$ cat config.mk
export PLATFORM = sky130hd
export DESIGN_NAME = serial_rom_pins_reset_wake
export DESIGN_NICKNAME = d
export VERILOG_FILES = /design/src/rom_pins_pkg.sv /design/src/input_sync.sv /design/src/pin_function_mux.sv /design/src/serial_rom_pins_reset_wake.sv
export SDC_FILE = /design/constraint.sdc
export NUM_CORES = 1
export LEC_CHECK = 0
export BUFFER_PORTS_ARGS = -buffer_cell sky130_fd_sc_hd__clkbuf_2
export CAP_MARGIN = 20
export CORE_ASPECT_RATIO = 0.8
export CORE_MARGIN = 2
export CORE_UTILIZATION = 42
export DETAILED_ROUTE_END_ITERATION = 7
export GPL_ROUTABILITY_DRIVEN = 0
export PLACE_DENSITY_LB_ADDON = 0.2
export SYNTH_ARGS = -nofsm -noshare
export SYNTH_HDL_FRONTEND = slang
export SYNTH_SLANG_ARGS = --single-unit
$ cat constraint.sdc
create_clock -name clock_in -period 1.1 [get_ports clock_in]
set_input_delay 0.055 -clock clock_in [delete_from_list [all_inputs] [get_ports clock_in]]
set_output_delay 0.055 -clock clock_in [all_outputs]
set_load 0.03 [all_outputs]
$ cat src/rom_pins_pkg.sv
package rom_pins_pkg;

	// Function selected for one multiplexed serial memory pin.
	typedef enum logic [1:0] {
		PIN_ROM,
		PIN_GENERAL_OUT,
		PIN_MONITOR_ENABLE,
		PIN_MONITOR_CLOCK
	} pin_mode_type;

	// Both pins reset to serial memory use.
	localparam pin_mode_type PIN_MODE_RESET      = PIN_ROM;

	// Reference crystal rate and the rate of the logic clock.
	localparam int           CRYSTAL_FREQ_MHZ    = 25;
	localparam int           CLOCK_FREQ_MHZ      = 200;

	// Depth of every input synchroniser.
	localparam int           SYNC_STAGES         = 2;

	// Bit positions of the synchronised input vector.
	localparam int           SYNC_HARD_RESET     = 0;
	localparam int           SYNC_HOST_SELECT    = 1;
	localparam int           SYNC_HOST_WRITE     = 2;
	localparam int           SYNC_HOST_READ      = 3;
	localparam int           SYNC_TX_ENABLE      = 4;
	localparam int           SYNC_TX_CLOCK       = 5;
	localparam int           SYNC_RX_VALID       = 6;
	localparam int           SYNC_RX_CLOCK       = 7;
	localparam int           SYNC_ROM_DATA       = 8;
	localparam int           SYNC_WIDTH          = 9;

	// Idle level of synchronised inputs.
	localparam logic [8:0]   SYNC_RESET_VALUE    = 9'h00f;

	// Reset values of control and status state.
	localparam logic         POWER_SAVE_RESET    = 1'b0;
	localparam logic         WRITE_UNLOCK_RESET  = 1'b0;
	localparam logic         WAKE_PENDING_RESET  = 1'b0;
	localparam logic         CHIP_SELECT_IDLE    = 1'b0;
	localparam logic         PIN_OUT_RESET       = 1'b0;
	localparam logic         ROM_CLOCK_RESET     = 1'b1;

endpackage

$ cat src/input_sync.sv
`timescale 1ns/10ps

// Two-flop synchroniser per bit; only the second stage leaves the module.
module input_sync #(
	parameter int                         WIDTH       = 1,
	parameter logic [WIDTH-1:0]           RESET_VALUE = '0
) (
	// Clock and reset.
	input  wire logic                     clock_in,
	input  wire logic                     resetn_in,
	// Asynchronous inputs and their synchronised copies.
	input  wire logic [WIDTH-1:0]         async_in,
	output logic      [WIDTH-1:0]         sync_out
);

	// One identical two-stage chain for each bit.
	genvar bit_index;
	generate
		for (bit_index = 0; bit_index < WIDTH; bit_index++) begin : g_bit
			logic first_q;   // First stage, read only by the second stage.
			logic first_d;   // Next value of the first stage.
			logic second_q;  // Second stage, the usable copy.
			logic second_d;  // Next value of the second stage.

			// The chain simply shifts the pin value along.
			always_comb begin
				first_d  = async_in[bit_index];
				second_d = first_q;
			end

			// Both stages fall to the idle level under reset.
			always_ff @(posedge clock_in) begin
				if (!resetn_in) begin
					first_q  <= RESET_VALUE[bit_index];
					second_q <= RESET_VALUE[bit_index];
				end else begin
					first_q  <= first_d;
					second_q <= second_d;
				end
			end

			assign sync_out[bit_index] = second_q;
		end
	endgenerate

endmodule

$ cat src/pin_function_mux.sv
`timescale 1ns/10ps

// Chooses what one multiplexed serial memory pin carries.
module pin_function_mux
	import rom_pins_pkg::*;
(
	// Selected function.
	input  wire rom_pins_pkg::pin_mode_type mode_in,
	// Candidate sources.
	input  wire logic                     rom_value_in,
	input  wire logic                     rom_drive_in,
	input  wire logic                     general_out_in,
	input  wire logic                     monitor_enable_in,
	input  wire logic                     monitor_clock_in,
	// Pin value, drive enable and chip select block.
	output logic                          pin_value_out,
	output logic                          pin_drive_out,
	output logic                          block_select_out
);

	// Only memory mode lets the pin be released or the memory be selected.
	always_comb begin
		pin_value_out    = rom_value_in;
		pin_drive_out    = rom_drive_in;
		block_select_out = 1'b1;
		case (mode_in)
			PIN_ROM: begin
				// Memory engine owns the pin.
				pin_value_out    = rom_value_in;
				pin_drive_out    = rom_drive_in;
				block_select_out = 1'b0;
			end
			PIN_GENERAL_OUT: begin
				// Software level, always driven; never an input.
				pin_value_out    = general_out_in;
				pin_drive_out    = 1'b1;
			end
			PIN_MONITOR_ENABLE: begin
				// Mirrors the enable or valid strobe of the internal port.
				pin_value_out    = monitor_enable_in;
				pin_drive_out    = 1'b1;
			end
			PIN_MONITOR_CLOCK: begin
				// Mirrors the sampled clock of the internal port.
				pin_value_out    = monitor_clock_in;
				pin_drive_out    = 1'b1;
			end
			default: begin
				// Unknown selection keeps the memory deselected and the pin driven.
				pin_value_out    = 1'b0;
				pin_drive_out    = 1'b1;
			end
		endcase
	end

endmodule

$ cat src/serial_rom_pins_reset_wake.sv
`timescale 1ns/10ps

// What this block does
// - Memory mode: data pin drives and samples.
// - Data pin: general output or transmit monitor.
// - Data pin alternate modes force chip select off.
// - No general input on data, clock pins.
// - Clock pin: memory clock, output, receive monitor.
// - Clock pin alternate modes force chip select off.
// - Reference clock from 25 MHz crystal.
// - Hardware reset clears all logic and registers; the input synchroniser flops clear only on resetn_in.
// - Writes ignored until first read after reset.
// - Enabled wake event asserts wake indicator.
// - Wake polarity and drive type programmable.
// - Wake indicator alone does not wake device.
// - Only host write cycle ends power saving.
module serial_rom_pins_reset_wake
	import rom_pins_pkg::*;
(
	// Clock and reset.
	input  wire logic                     clock_in,
	input  wire logic                     resetn_in,
	// External reset pin and soft reset request.
	input  wire logic                     hard_reset_n_in,
	input  wire logic                     soft_reset_bit_in,
	// Host bus strobes, all active low.
	input  wire logic                     host_select_n_in,
	input  wire logic                     host_write_strobe_n_in,
	input  wire logic                     host_read_strobe_n_in,
	// Pin function configuration, taken on the load strobe; general output levels used directly.
	input  wire logic                     config_load_in,
	input  wire rom_pins_pkg::pin_mode_type data_pin_mode_in,
	input  wire rom_pins_pkg::pin_mode_type clock_pin_mode_in,
	input  wire logic                     general_out_three_in,
	input  wire logic                     general_out_four_in,
	// Internal transceiver port signals to monitor.
	input  wire logic                     mii_tx_enable_in,
	input  wire logic                     mii_tx_clock_in,
	input  wire logic                     mii_rx_valid_in,
	input  wire logic                     mii_rx_clock_in,
	// Serial memory engine requests.
	input  wire logic                     rom_select_req_in,
	input  wire logic                     rom_clock_req_in,
	input  wire logic                     rom_data_req_in,
	input  wire logic                     rom_data_drive_req_in,
	// Power management controls.
	input  wire logic                     enter_power_save_in,
	input  wire logic                     wake_enable_in,
	input  wire logic                     wake_event_in,
	input  wire logic                     wake_clear_in,
	input  wire logic                     wake_polarity_in,
	input  wire logic                     wake_open_drain_in,
	// Serial memory pins.
	output logic                          rom_chip_select_out,
	output logic                          rom_serial_clock_pin_out,
	output logic                          rom_serial_data_pin_out,
	output logic                          rom_serial_data_pin_oe_out,
	input  wire logic                     rom_serial_data_pin_in,
	output logic                          rom_data_sampled_out,
	// Wake indicator pin.
	output logic                          wake_indicator_out,
	output logic                          wake_indicator_oe_out,
	// Status toward the rest of the device.
	output logic                          device_in_reset_out,
	output logic                          power_save_out,
	output logic                          write_unlocked_out,
	output logic                          host_write_accept_out
);

	import rom_pins_pkg::*;

	// Synchronised copies of every input from outside this clock.
	logic [SYNC_WIDTH-1:0] async_bits;     // Raw inputs in vector order.
	logic [SYNC_WIDTH-1:0] sync_bits;      // Their synchronised copies.

	// Pin function configuration state.
	pin_mode_type          data_mode_q;    // Current data pin function.
	pin_mode_type          data_mode_d;    // Next data pin function.
	pin_mode_type          clock_mode_q;   // Current clock pin function.
	pin_mode_type          clock_mode_d;   // Next clock pin function.

	// Host cycle edge detection and access state.
	logic                  write_cycle_q;  // Write cycle seen last cycle.
	logic                  write_cycle_d;  // Write cycle seen now.
	logic                  read_cycle_q;   // Read cycle seen last cycle.
	logic                  read_cycle_d;   // Read cycle seen now.
	logic                  write_start;    // First cycle of a host write.
	logic                  read_start;     // First cycle of a host read.
	logic                  power_save_q;   // Device sits in a power-saving mode.
	logic                  power_save_d;   // Next power-saving state.
	logic                  unlocked_q;     // A read has happened since reset or wake.
	logic                  unlocked_d;     // Next unlock state.
	logic                  accept_q;       // Registered accepted write pulse.
	logic                  accept_d;       // Next accepted write pulse.
	logic                  wake_pending_q; // Wake event waiting for the system.
	logic                  wake_pending_d; // Next wake pending state.

	// Combined internal reset.
	logic                  logic_reset;    // High while any reset source acts.

	// Pin multiplexer results.
	logic                  data_value;     // Value for the data pin.
	logic                  data_drive;     // Drive enable for the data pin.
	logic                  data_block;     // Data pin function forbids selection.
	logic                  clock_value;    // Value for the clock pin.
	logic                  clock_block;    // Clock pin function forbids selection.

	// Registered pin outputs.
	logic                  select_q;       // Chip select flop.
	logic                  select_d;       // Next chip select.
	logic                  sclk_q;         // Clock pin flop.
	logic                  sclk_d;         // Next clock pin value.
	logic                  dout_q;         // Data pin value flop.
	logic                  dout_d;         // Next data pin value.
	logic                  doe_q;          // Data pin drive flop.
	logic                  doe_d;          // Next data pin drive.
	logic                  sampled_q;      // Sampled memory data flop.
	logic                  sampled_d;      // Next sampled memory data.
	logic                  wake_pin_q;     // Wake pin value flop.
	logic                  wake_pin_d;     // Next wake pin value.
	logic                  wake_oe_q;      // Wake pin drive flop.
	logic                  wake_oe_d;      // Next wake pin drive.
	logic                  wake_level;     // Electrical level of the wake indicator.
	logic                  in_reset_q;     // Reset status flop.

	// Gather every asynchronous input, including the monitored link clocks.
	always_comb begin
		async_bits                   = '0;
		async_bits[SYNC_HARD_RESET]  = hard_reset_n_in;
		async_bits[SYNC_HOST_SELECT] = host_select_n_in;
		async_bits[SYNC_HOST_WRITE]  = host_write_strobe_n_in;
		async_bits[SYNC_HOST_READ]   = host_read_strobe_n_in;
		async_bits[SYNC_TX_ENABLE]   = mii_tx_enable_in;
		async_bits[SYNC_TX_CLOCK]    = mii_tx_clock_in;
		async_bits[SYNC_RX_VALID]    = mii_rx_valid_in;
		async_bits[SYNC_RX_CLOCK]    = mii_rx_clock_in;
		async_bits[SYNC_ROM_DATA]    = rom_serial_data_pin_in;
	end

	// Two flops on every pin before any logic reads it.
	input_sync #(
		.WIDTH       (SYNC_WIDTH),
		.RESET_VALUE (SYNC_RESET_VALUE)
	) u_input_sync (
		.clock_in  (clock_in),
		.resetn_in (resetn_in),
		.async_in  (async_bits),
		.sync_out  (sync_bits)
	);

	// The logic clock is derived from the 25 MHz crystal reference; the
	// reset pin and soft reset clear all state except the input synchroniser, which only resetn_in clears.
	always_comb begin
		logic_reset = !resetn_in || !sync_bits[SYNC_HARD_RESET] || soft_reset_bit_in;
	end

	// Pin functions reload only on the load strobe and reset to memory mode.
	always_comb begin
		data_mode_d  = data_mode_q;
		clock_mode_d = clock_mode_q;
		if (config_load_in) begin
			data_mode_d  = data_pin_mode_in;
			clock_mode_d = clock_pin_mode_in;
		end
	end

	// Configuration registers.
	always_ff @(posedge clock_in) begin
		if (logic_reset) begin
			data_mode_q  <= PIN_MODE_RESET;
			clock_mode_q <= PIN_MODE_RESET;
		end else begin
			data_mode_q  <= data_mode_d;
			clock_mode_q <= clock_mode_d;
		end
	end

	// Data pin: memory data, general output three or transmit monitor.
	pin_function_mux u_data_mux (
		.mode_in           (data_mode_q),
		.rom_value_in      (rom_data_req_in),
		.rom_drive_in      (rom_data_drive_req_in),
		.general_out_in    (general_out_three_in),
		.monitor_enable_in (sync_bits[SYNC_TX_ENABLE]),
		.monitor_clock_in  (sync_bits[SYNC_TX_CLOCK]),
		.pin_value_out     (data_value),
		.pin_drive_out     (data_drive),
		.block_select_out  (data_block)
	);

	// Clock pin: memory clock, general output four or receive monitor.
	pin_function_mux u_clock_mux (
		.mode_in           (clock_mode_q),
		.rom_value_in      (rom_clock_req_in),
		.rom_drive_in      (1'b1),
		.general_out_in    (general_out_four_in),
		.monitor_enable_in (sync_bits[SYNC_RX_VALID]),
		.monitor_clock_in  (sync_bits[SYNC_RX_CLOCK]),
		.pin_value_out     (clock_value),
		.pin_drive_out     (),
		.block_select_out  (clock_block)
	);

	// Host cycle detection: a write is select and write strobe both low.
	always_comb begin
		write_cycle_d = !sync_bits[SYNC_HOST_SELECT] && !sync_bits[SYNC_HOST_WRITE];
		read_cycle_d  = !sync_bits[SYNC_HOST_SELECT] && !sync_bits[SYNC_HOST_READ];
		write_start   = write_cycle_d && !write_cycle_q;
		read_start    = read_cycle_d && !read_cycle_q;
	end

	// Power state, write unlock and wake indicator next values.
	always_comb begin
		power_save_d   = power_save_q;
		unlocked_d     = unlocked_q;
		accept_d       = 1'b0;
		wake_pending_d = wake_pending_q;
		if (write_start && power_save_q) begin
			// Any write data wakes the device, but the write itself is not
			// carried out and a fresh read is needed before writing.
			power_save_d = 1'b0;
			unlocked_d   = 1'b0;
		end else begin
			if (enter_power_save_in) begin
				power_save_d = 1'b1;
			end
			if (read_start) begin
				unlocked_d = 1'b1;
			end
			if (write_start && unlocked_q) begin
				accept_d = 1'b1;
			end
		end
		// A wake event only raises the indicator; power state is untouched.
		if (wake_clear_in) begin
			wake_pending_d = 1'b0;
		end
		if (wake_event_in && wake_enable_in) begin
			wake_pending_d = 1'b1;
		end
	end

	// Power and access state registers.
	always_ff @(posedge clock_in) begin
		if (logic_reset) begin
			write_cycle_q  <= 1'b0;
			read_cycle_q   <= 1'b0;
			power_save_q   <= POWER_SAVE_RESET;
			unlocked_q     <= WRITE_UNLOCK_RESET;
			accept_q       <= 1'b0;
			wake_pending_q <= WAKE_PENDING_RESET;
		end else begin
			write_cycle_q  <= write_cycle_d;
			read_cycle_q   <= read_cycle_d;
			power_save_q   <= power_save_d;
			unlocked_q     <= unlocked_d;
			accept_q       <= accept_d;
			wake_pending_q <= wake_pending_d;
		end
	end

	// Pin output next values.
	always_comb begin
		// Either pin in an alternate role keeps the memory deselected.
		select_d   = (data_block || clock_block) ? CHIP_SELECT_IDLE : rom_select_req_in;
		sclk_d     = clock_value;
		dout_d     = data_value;
		doe_d      = data_drive;
		// Memory data is sampled from the pin only in memory mode.
		sampled_d  = (data_mode_q == PIN_ROM) ? sync_bits[SYNC_ROM_DATA] : sampled_q;
		// Active level follows the programmed polarity.
		wake_level = wake_pending_q ? wake_polarity_in : !wake_polarity_in;
		if (wake_open_drain_in) begin
			// Open drain only pulls low and floats for a high level.
			wake_pin_d = 1'b0;
			wake_oe_d  = !wake_level;
		end else begin
			wake_pin_d = wake_level;
			wake_oe_d  = 1'b1;
		end
	end

	// Pin output registers; every pin output and the reset status come from one of these.
	always_ff @(posedge clock_in) begin
		if (logic_reset) begin
			select_q   <= CHIP_SELECT_IDLE;
			sclk_q     <= ROM_CLOCK_RESET;
			dout_q     <= PIN_OUT_RESET;
			doe_q      <= 1'b0;
			sampled_q  <= PIN_OUT_RESET;
			wake_pin_q <= PIN_OUT_RESET;
			wake_oe_q  <= 1'b0;
			in_reset_q <= 1'b1;
		end else begin
			select_q   <= select_d;
			sclk_q     <= sclk_d;
			dout_q     <= dout_d;
			doe_q      <= doe_d;
			sampled_q  <= sampled_d;
			wake_pin_q <= wake_pin_d;
			wake_oe_q  <= wake_oe_d;
			in_reset_q <= 1'b0;
		end
	end

	// Drive the ports from their flops.
	assign rom_chip_select_out        = select_q;
	assign rom_serial_clock_pin_out   = sclk_q;
	assign rom_serial_data_pin_out    = dout_q;
	assign rom_serial_data_pin_oe_out = doe_q;
	assign rom_data_sampled_out       = sampled_q;
	assign wake_indicator_out         = wake_pin_q;
	assign wake_indicator_oe_out      = wake_oe_q;
	assign device_in_reset_out        = in_reset_q;
	assign power_save_out             = power_save_q;
	assign write_unlocked_out         = unlocked_q;
	assign host_write_accept_out      = accept_q;

endmodule

==> qor.txt <==
======================================================================================================
Final critical delay including setup and external delays                                      1.135 ns
Final Slew Violations                                                                                0
Initial core utilization                                                                        0.4505
Global routing usage on met1                                                                    0.1424
Initial antenna violation count                                                                      0
Boundary pin count                                                                                  40
Pleak                                                                                     0.0007120 uW
Final setup margin                                                                         -0.03541 ns
Num rows                                                                                            16
Sum of net half-perimeters after detailed placement                                            1317 um
Highest attainable clock frequency                                                           880.7 MHz
Placed cell count                                                                                  168
Worst-path maximum fanout                                                                            3
Post-DP Area                                                                                1373 sq um
Setup repair after global routing missed its margin                                                yes
Crit. End Element                                                                             register
Post-synth top area share                                                                       0.6393
Net count after synthesis                                                                          123
Clock transition at the register clock pins on the worst setup and hold paths after CTS        0.10 ns
Number of violations reported at the end of detailed-routing iteration 0                            12
Drt wl/cell                                                                                   9.944 um
Overall die area                                                                            3117 sq um
Critical path launch point type                                                               register
Number of flops mapped to enable cells by yosys                                                      0
Classification of the worst-slack hold path                                                     in2reg
Number of storage elements in the synthesis netlist                                                 36
Clk sinks                                                                                           36
Setup slack on the worst flop-to-flop path                                                    -0.04 ns
Clock skew                                                                                 0.006174 ns
Number of optimization iterations in the first detailed-route pass                                   3
Post-layout utilization of the core                                                             0.6495
Overall Global Routing Usage                                                                    0.1432
Total number of vias                                                                               839
Number of cells on the worst reg-to-reg path                                                         2
Global routing usage on met2                                                                    0.2263
Violated checks                                                                           negative setup slack
Share of final-layout standard cells stronger than drive strength 1                             0.3648
Quantity of I/O buffers inserted on ports                                                           39
Wire length of the first global-routing pass                                                   3022 um
Root buffer selected by CTS                                                               sky130_fd_sc_hd__clkbuf_4
Worst hold slack across all endpoints                                                       0.03193 ns
# H-tree levels                                                                                      2
DRT Wirelength                                                                                 1939 um
Hold Crit Endpoint                                                                        rom_chip_select_out$_SDFF_PP0_
Worst EP required                                                                              1.34 ns
Post-route ant nets                                                                                  0
GR Util met3                                                                                   0.09021
X dimension of the die                                                                        61.93 um
Cell area after synthesis                                                                   1127 sq um
Worst-Skew Late Latency                                                                        0.33 ns
Transition time at the pin with the least slew margin                                        0.3756 ns
Critical hold path startpoint                                                             rom_select_req_in
Detailed-route vias per instance                                                                 4.303
Synth area leaders                                                                        sky130_fd_sc_hd__dfxtp_1 64%, sky130_fd_sc_hd__and2_1 5.5%, sky130_fd_sc_hd__nand2b_1 5.0%, sky130_fd_sc_hd__mux2i_1 3.6%, sky130_fd_sc_hd__mux4_1 2.3%
Hold violation total from the final report                                                           0
Core Footprint                                                                              2502 sq um
DRC errors left                                                                                      0
Portion of the post-synthesis area used by sequential elements                                  0.6393
Area taken by flip-flops and latches                                                       724.4 sq um
Largest vdd supply drop                                                                    0.0007512 V
Number of buffers added for setup after CTS                                                          0
Clock buffers created by TritonCTS                                                                   5
Count of unique library cells instantiated by Yosys                                                 28
Number of warnings reported in the yosys synthesis log                                               0
Maximum number of pins on one net before global-route repair                                        19
Number of nets in the finished design                                                              187
Worst EP arrival                                                                               1.37 ns
Footprint of the multi-input gates                                                         385.4 sq um
Global routing's busiest layer                                                                    met2
Number of max-cap violations                                                                         0
Count of final setup violators                                                                       1
Mapped Cells                                                                                        94
Post-layout instance area                                                                   1625 sq um
Vias in the first global route                                                                     743
Ranking of synthesized cells by instance count                                            36 x sky130_fd_sc_hd__dfxtp_1, 10 x sky130_fd_sc_hd__and2_1, 9 x sky130_fd_sc_hd__nand2b_1, 6 x sky130_fd_sc_hd__nor2_1, 4 x sky130_fd_sc_hd__mux2i_1
TritonCTS clock tree                                                                              done
Area added between synthesis and finish                                                         44.17%
Post-Syn Area per Cell                                                                     11.99 sq um
Overflow after GRT                                                                                   0
Status                                                                                    finished, violations left
Endpoint of the worst register-to-register path                                           rom_serial_clock_pin_out$_SDFF_PP1_
Worst slew margin relative to its limit                                                         0.7461
Final cell count without fillers                                                                   195
Worst r2r src                                                                             clock_mode_q[0]$_SDFFE_PP0P_
Diodes inserted                                                                                      0
Power density over the cells                                                              1425 nW/um^2
Vertical die dimension                                                                        50.34 um
Predominant post-synthesis flop cell                                                      sky130_fd_sc_hd__dfxtp_1
CP Class                                                                                       reg2reg
Hold path cells                                                                                      3
Number of buffers on the longest clock path                                                          2
Fraction of registers with async set/reset                                                           0
Period utilisation layout                                                                        1.032
Most area-hungry cell type in the Yosys netlist                                           sky130_fd_sc_hd__dfxtp_1
Most frequent cell after synthesis                                                        sky130_fd_sc_hd__dfxtp_1
Count of fill cells added during filler insertion                                                  199
======================================================================================================
cells by family after synthesis:
logic type	share of synthesized area
multiplexers	0.07881
buffers and inverters	0.02108
AND/OR/NAND/NOR	0.2286
XOR/XNOR	0.007771
flip-flops	0.6393
AO/OA/AOI/OAI	0.02441
critical path: stages (launching register included):
cell and delay, ns:
sky130_fd_sc_hd__dfxtp_2 0.36, sky130_fd_sc_hd__mux4_2 0.48, sky130_fd_sc_hd__or2_1 0.21
worst max-delay path by stage:
stage	from	end	slack, ns	cells past startpoint
after floorplan	clock_mode_q[0]$_SDFFE_PP0P_	rom_serial_clock_pin_out$_SDFF_PP1_	-0.01	2
after global placement	clock_mode_q[0]$_SDFFE_PP0P_	rom_serial_clock_pin_out$_SDFF_PP1_	-0.03	2
after detailed placement	clock_mode_q[0]$_SDFFE_PP0P_	rom_serial_clock_pin_out$_SDFF_PP1_	-0.03	2
after CTS	clock_mode_q[0]$_SDFFE_PP0P_	rom_serial_clock_pin_out$_SDFF_PP1_	-0.04	2
after global routing	clock_mode_q[0]$_SDFFE_PP0P_	rom_serial_clock_pin_out$_SDFF_PP1_	-0.08	2
final	clock_mode_q[0]$_SDFFE_PP0P_	rom_serial_clock_pin_out$_SDFF_PP1_	-0.04	2
power breakdown:
group,total [uW],internal (uW),switching (uW)
combinational,239,141,98.6
sequential,1370,1350,19.0
clock,703,315,388
total,2320,1810,506
area by class of cell:
class	count	share of cell area
inverters	1	0.002309
well taps	36	0.02771
clock buffers	8	0.03618
repair buffers	61	0.2510
multi-input cells	53	0.2371
flip-flops and latches	36	0.4457
placed cells by master, fill, tap and decap left out, drive strengths merged, types with 2 or more instances in the layout:
master	n
a21oi	3
and2	10
buf	3
clkbuf	47
dfxtp	36
dlygate4sd3	19
mux2i	4
mux4	2
nand2b	9
nor2	6
nor3	5
or3	2
repair_timing:
| action | 4_1_cts | 5_1_grt |
|---|---|---|
| pin swaps | 1 | 0 |
| endpoints found under the setup margin | 3 | 2 |
| hold buffers | 19 | 0 |
| resized for setup | 4 | 0 |
| hold endpoints to repair | 18 | 0 |
metrics by stage:
stage / total power [uW] / setup slack, ns / TNS (ns)
after floorplan: 1510 / -0.009921 / -0.01804
after global placement: 1584 / -0.02637 / -0.02637
after detailed placement: 1589 / -0.03266 / -0.03662
after CTS: 2353 / -0.03767 / -0.03767
after global routing: 2445 / -0.08283 / -0.09862
final: 2315 / -0.03541 / -0.03541
state kept, by name, indices dropped and copies added (netlist names):
register                     flops
clock_mode_q                     2
data_mode_q                      2
device_in_reset_out              1
host_write_accept_out            1
power_save_out                   1
read_cycle_q                     1
rom_chip_select_out              1
rom_data_sampled_out             1
rom_serial_clock_pin_out         1
rom_serial_data_pin_oe_out       1
rom_serial_data_pin_out          1
u_input_sync.g_bit.first_q       9
u_input_sync.g_bit.second_q      9
wake_indicator_oe_out            1
wake_indicator_out               1
wake_pending_q                   1
write_cycle_q                    1
write_unlocked_out               1
layer usage:
layer,share of wire,routed length (um)
met1,0.44,853
met3,0.077,150
met2,0.46,888
met4,0.024,46
met5,0,0
Power figures use the tool's default switching activity.
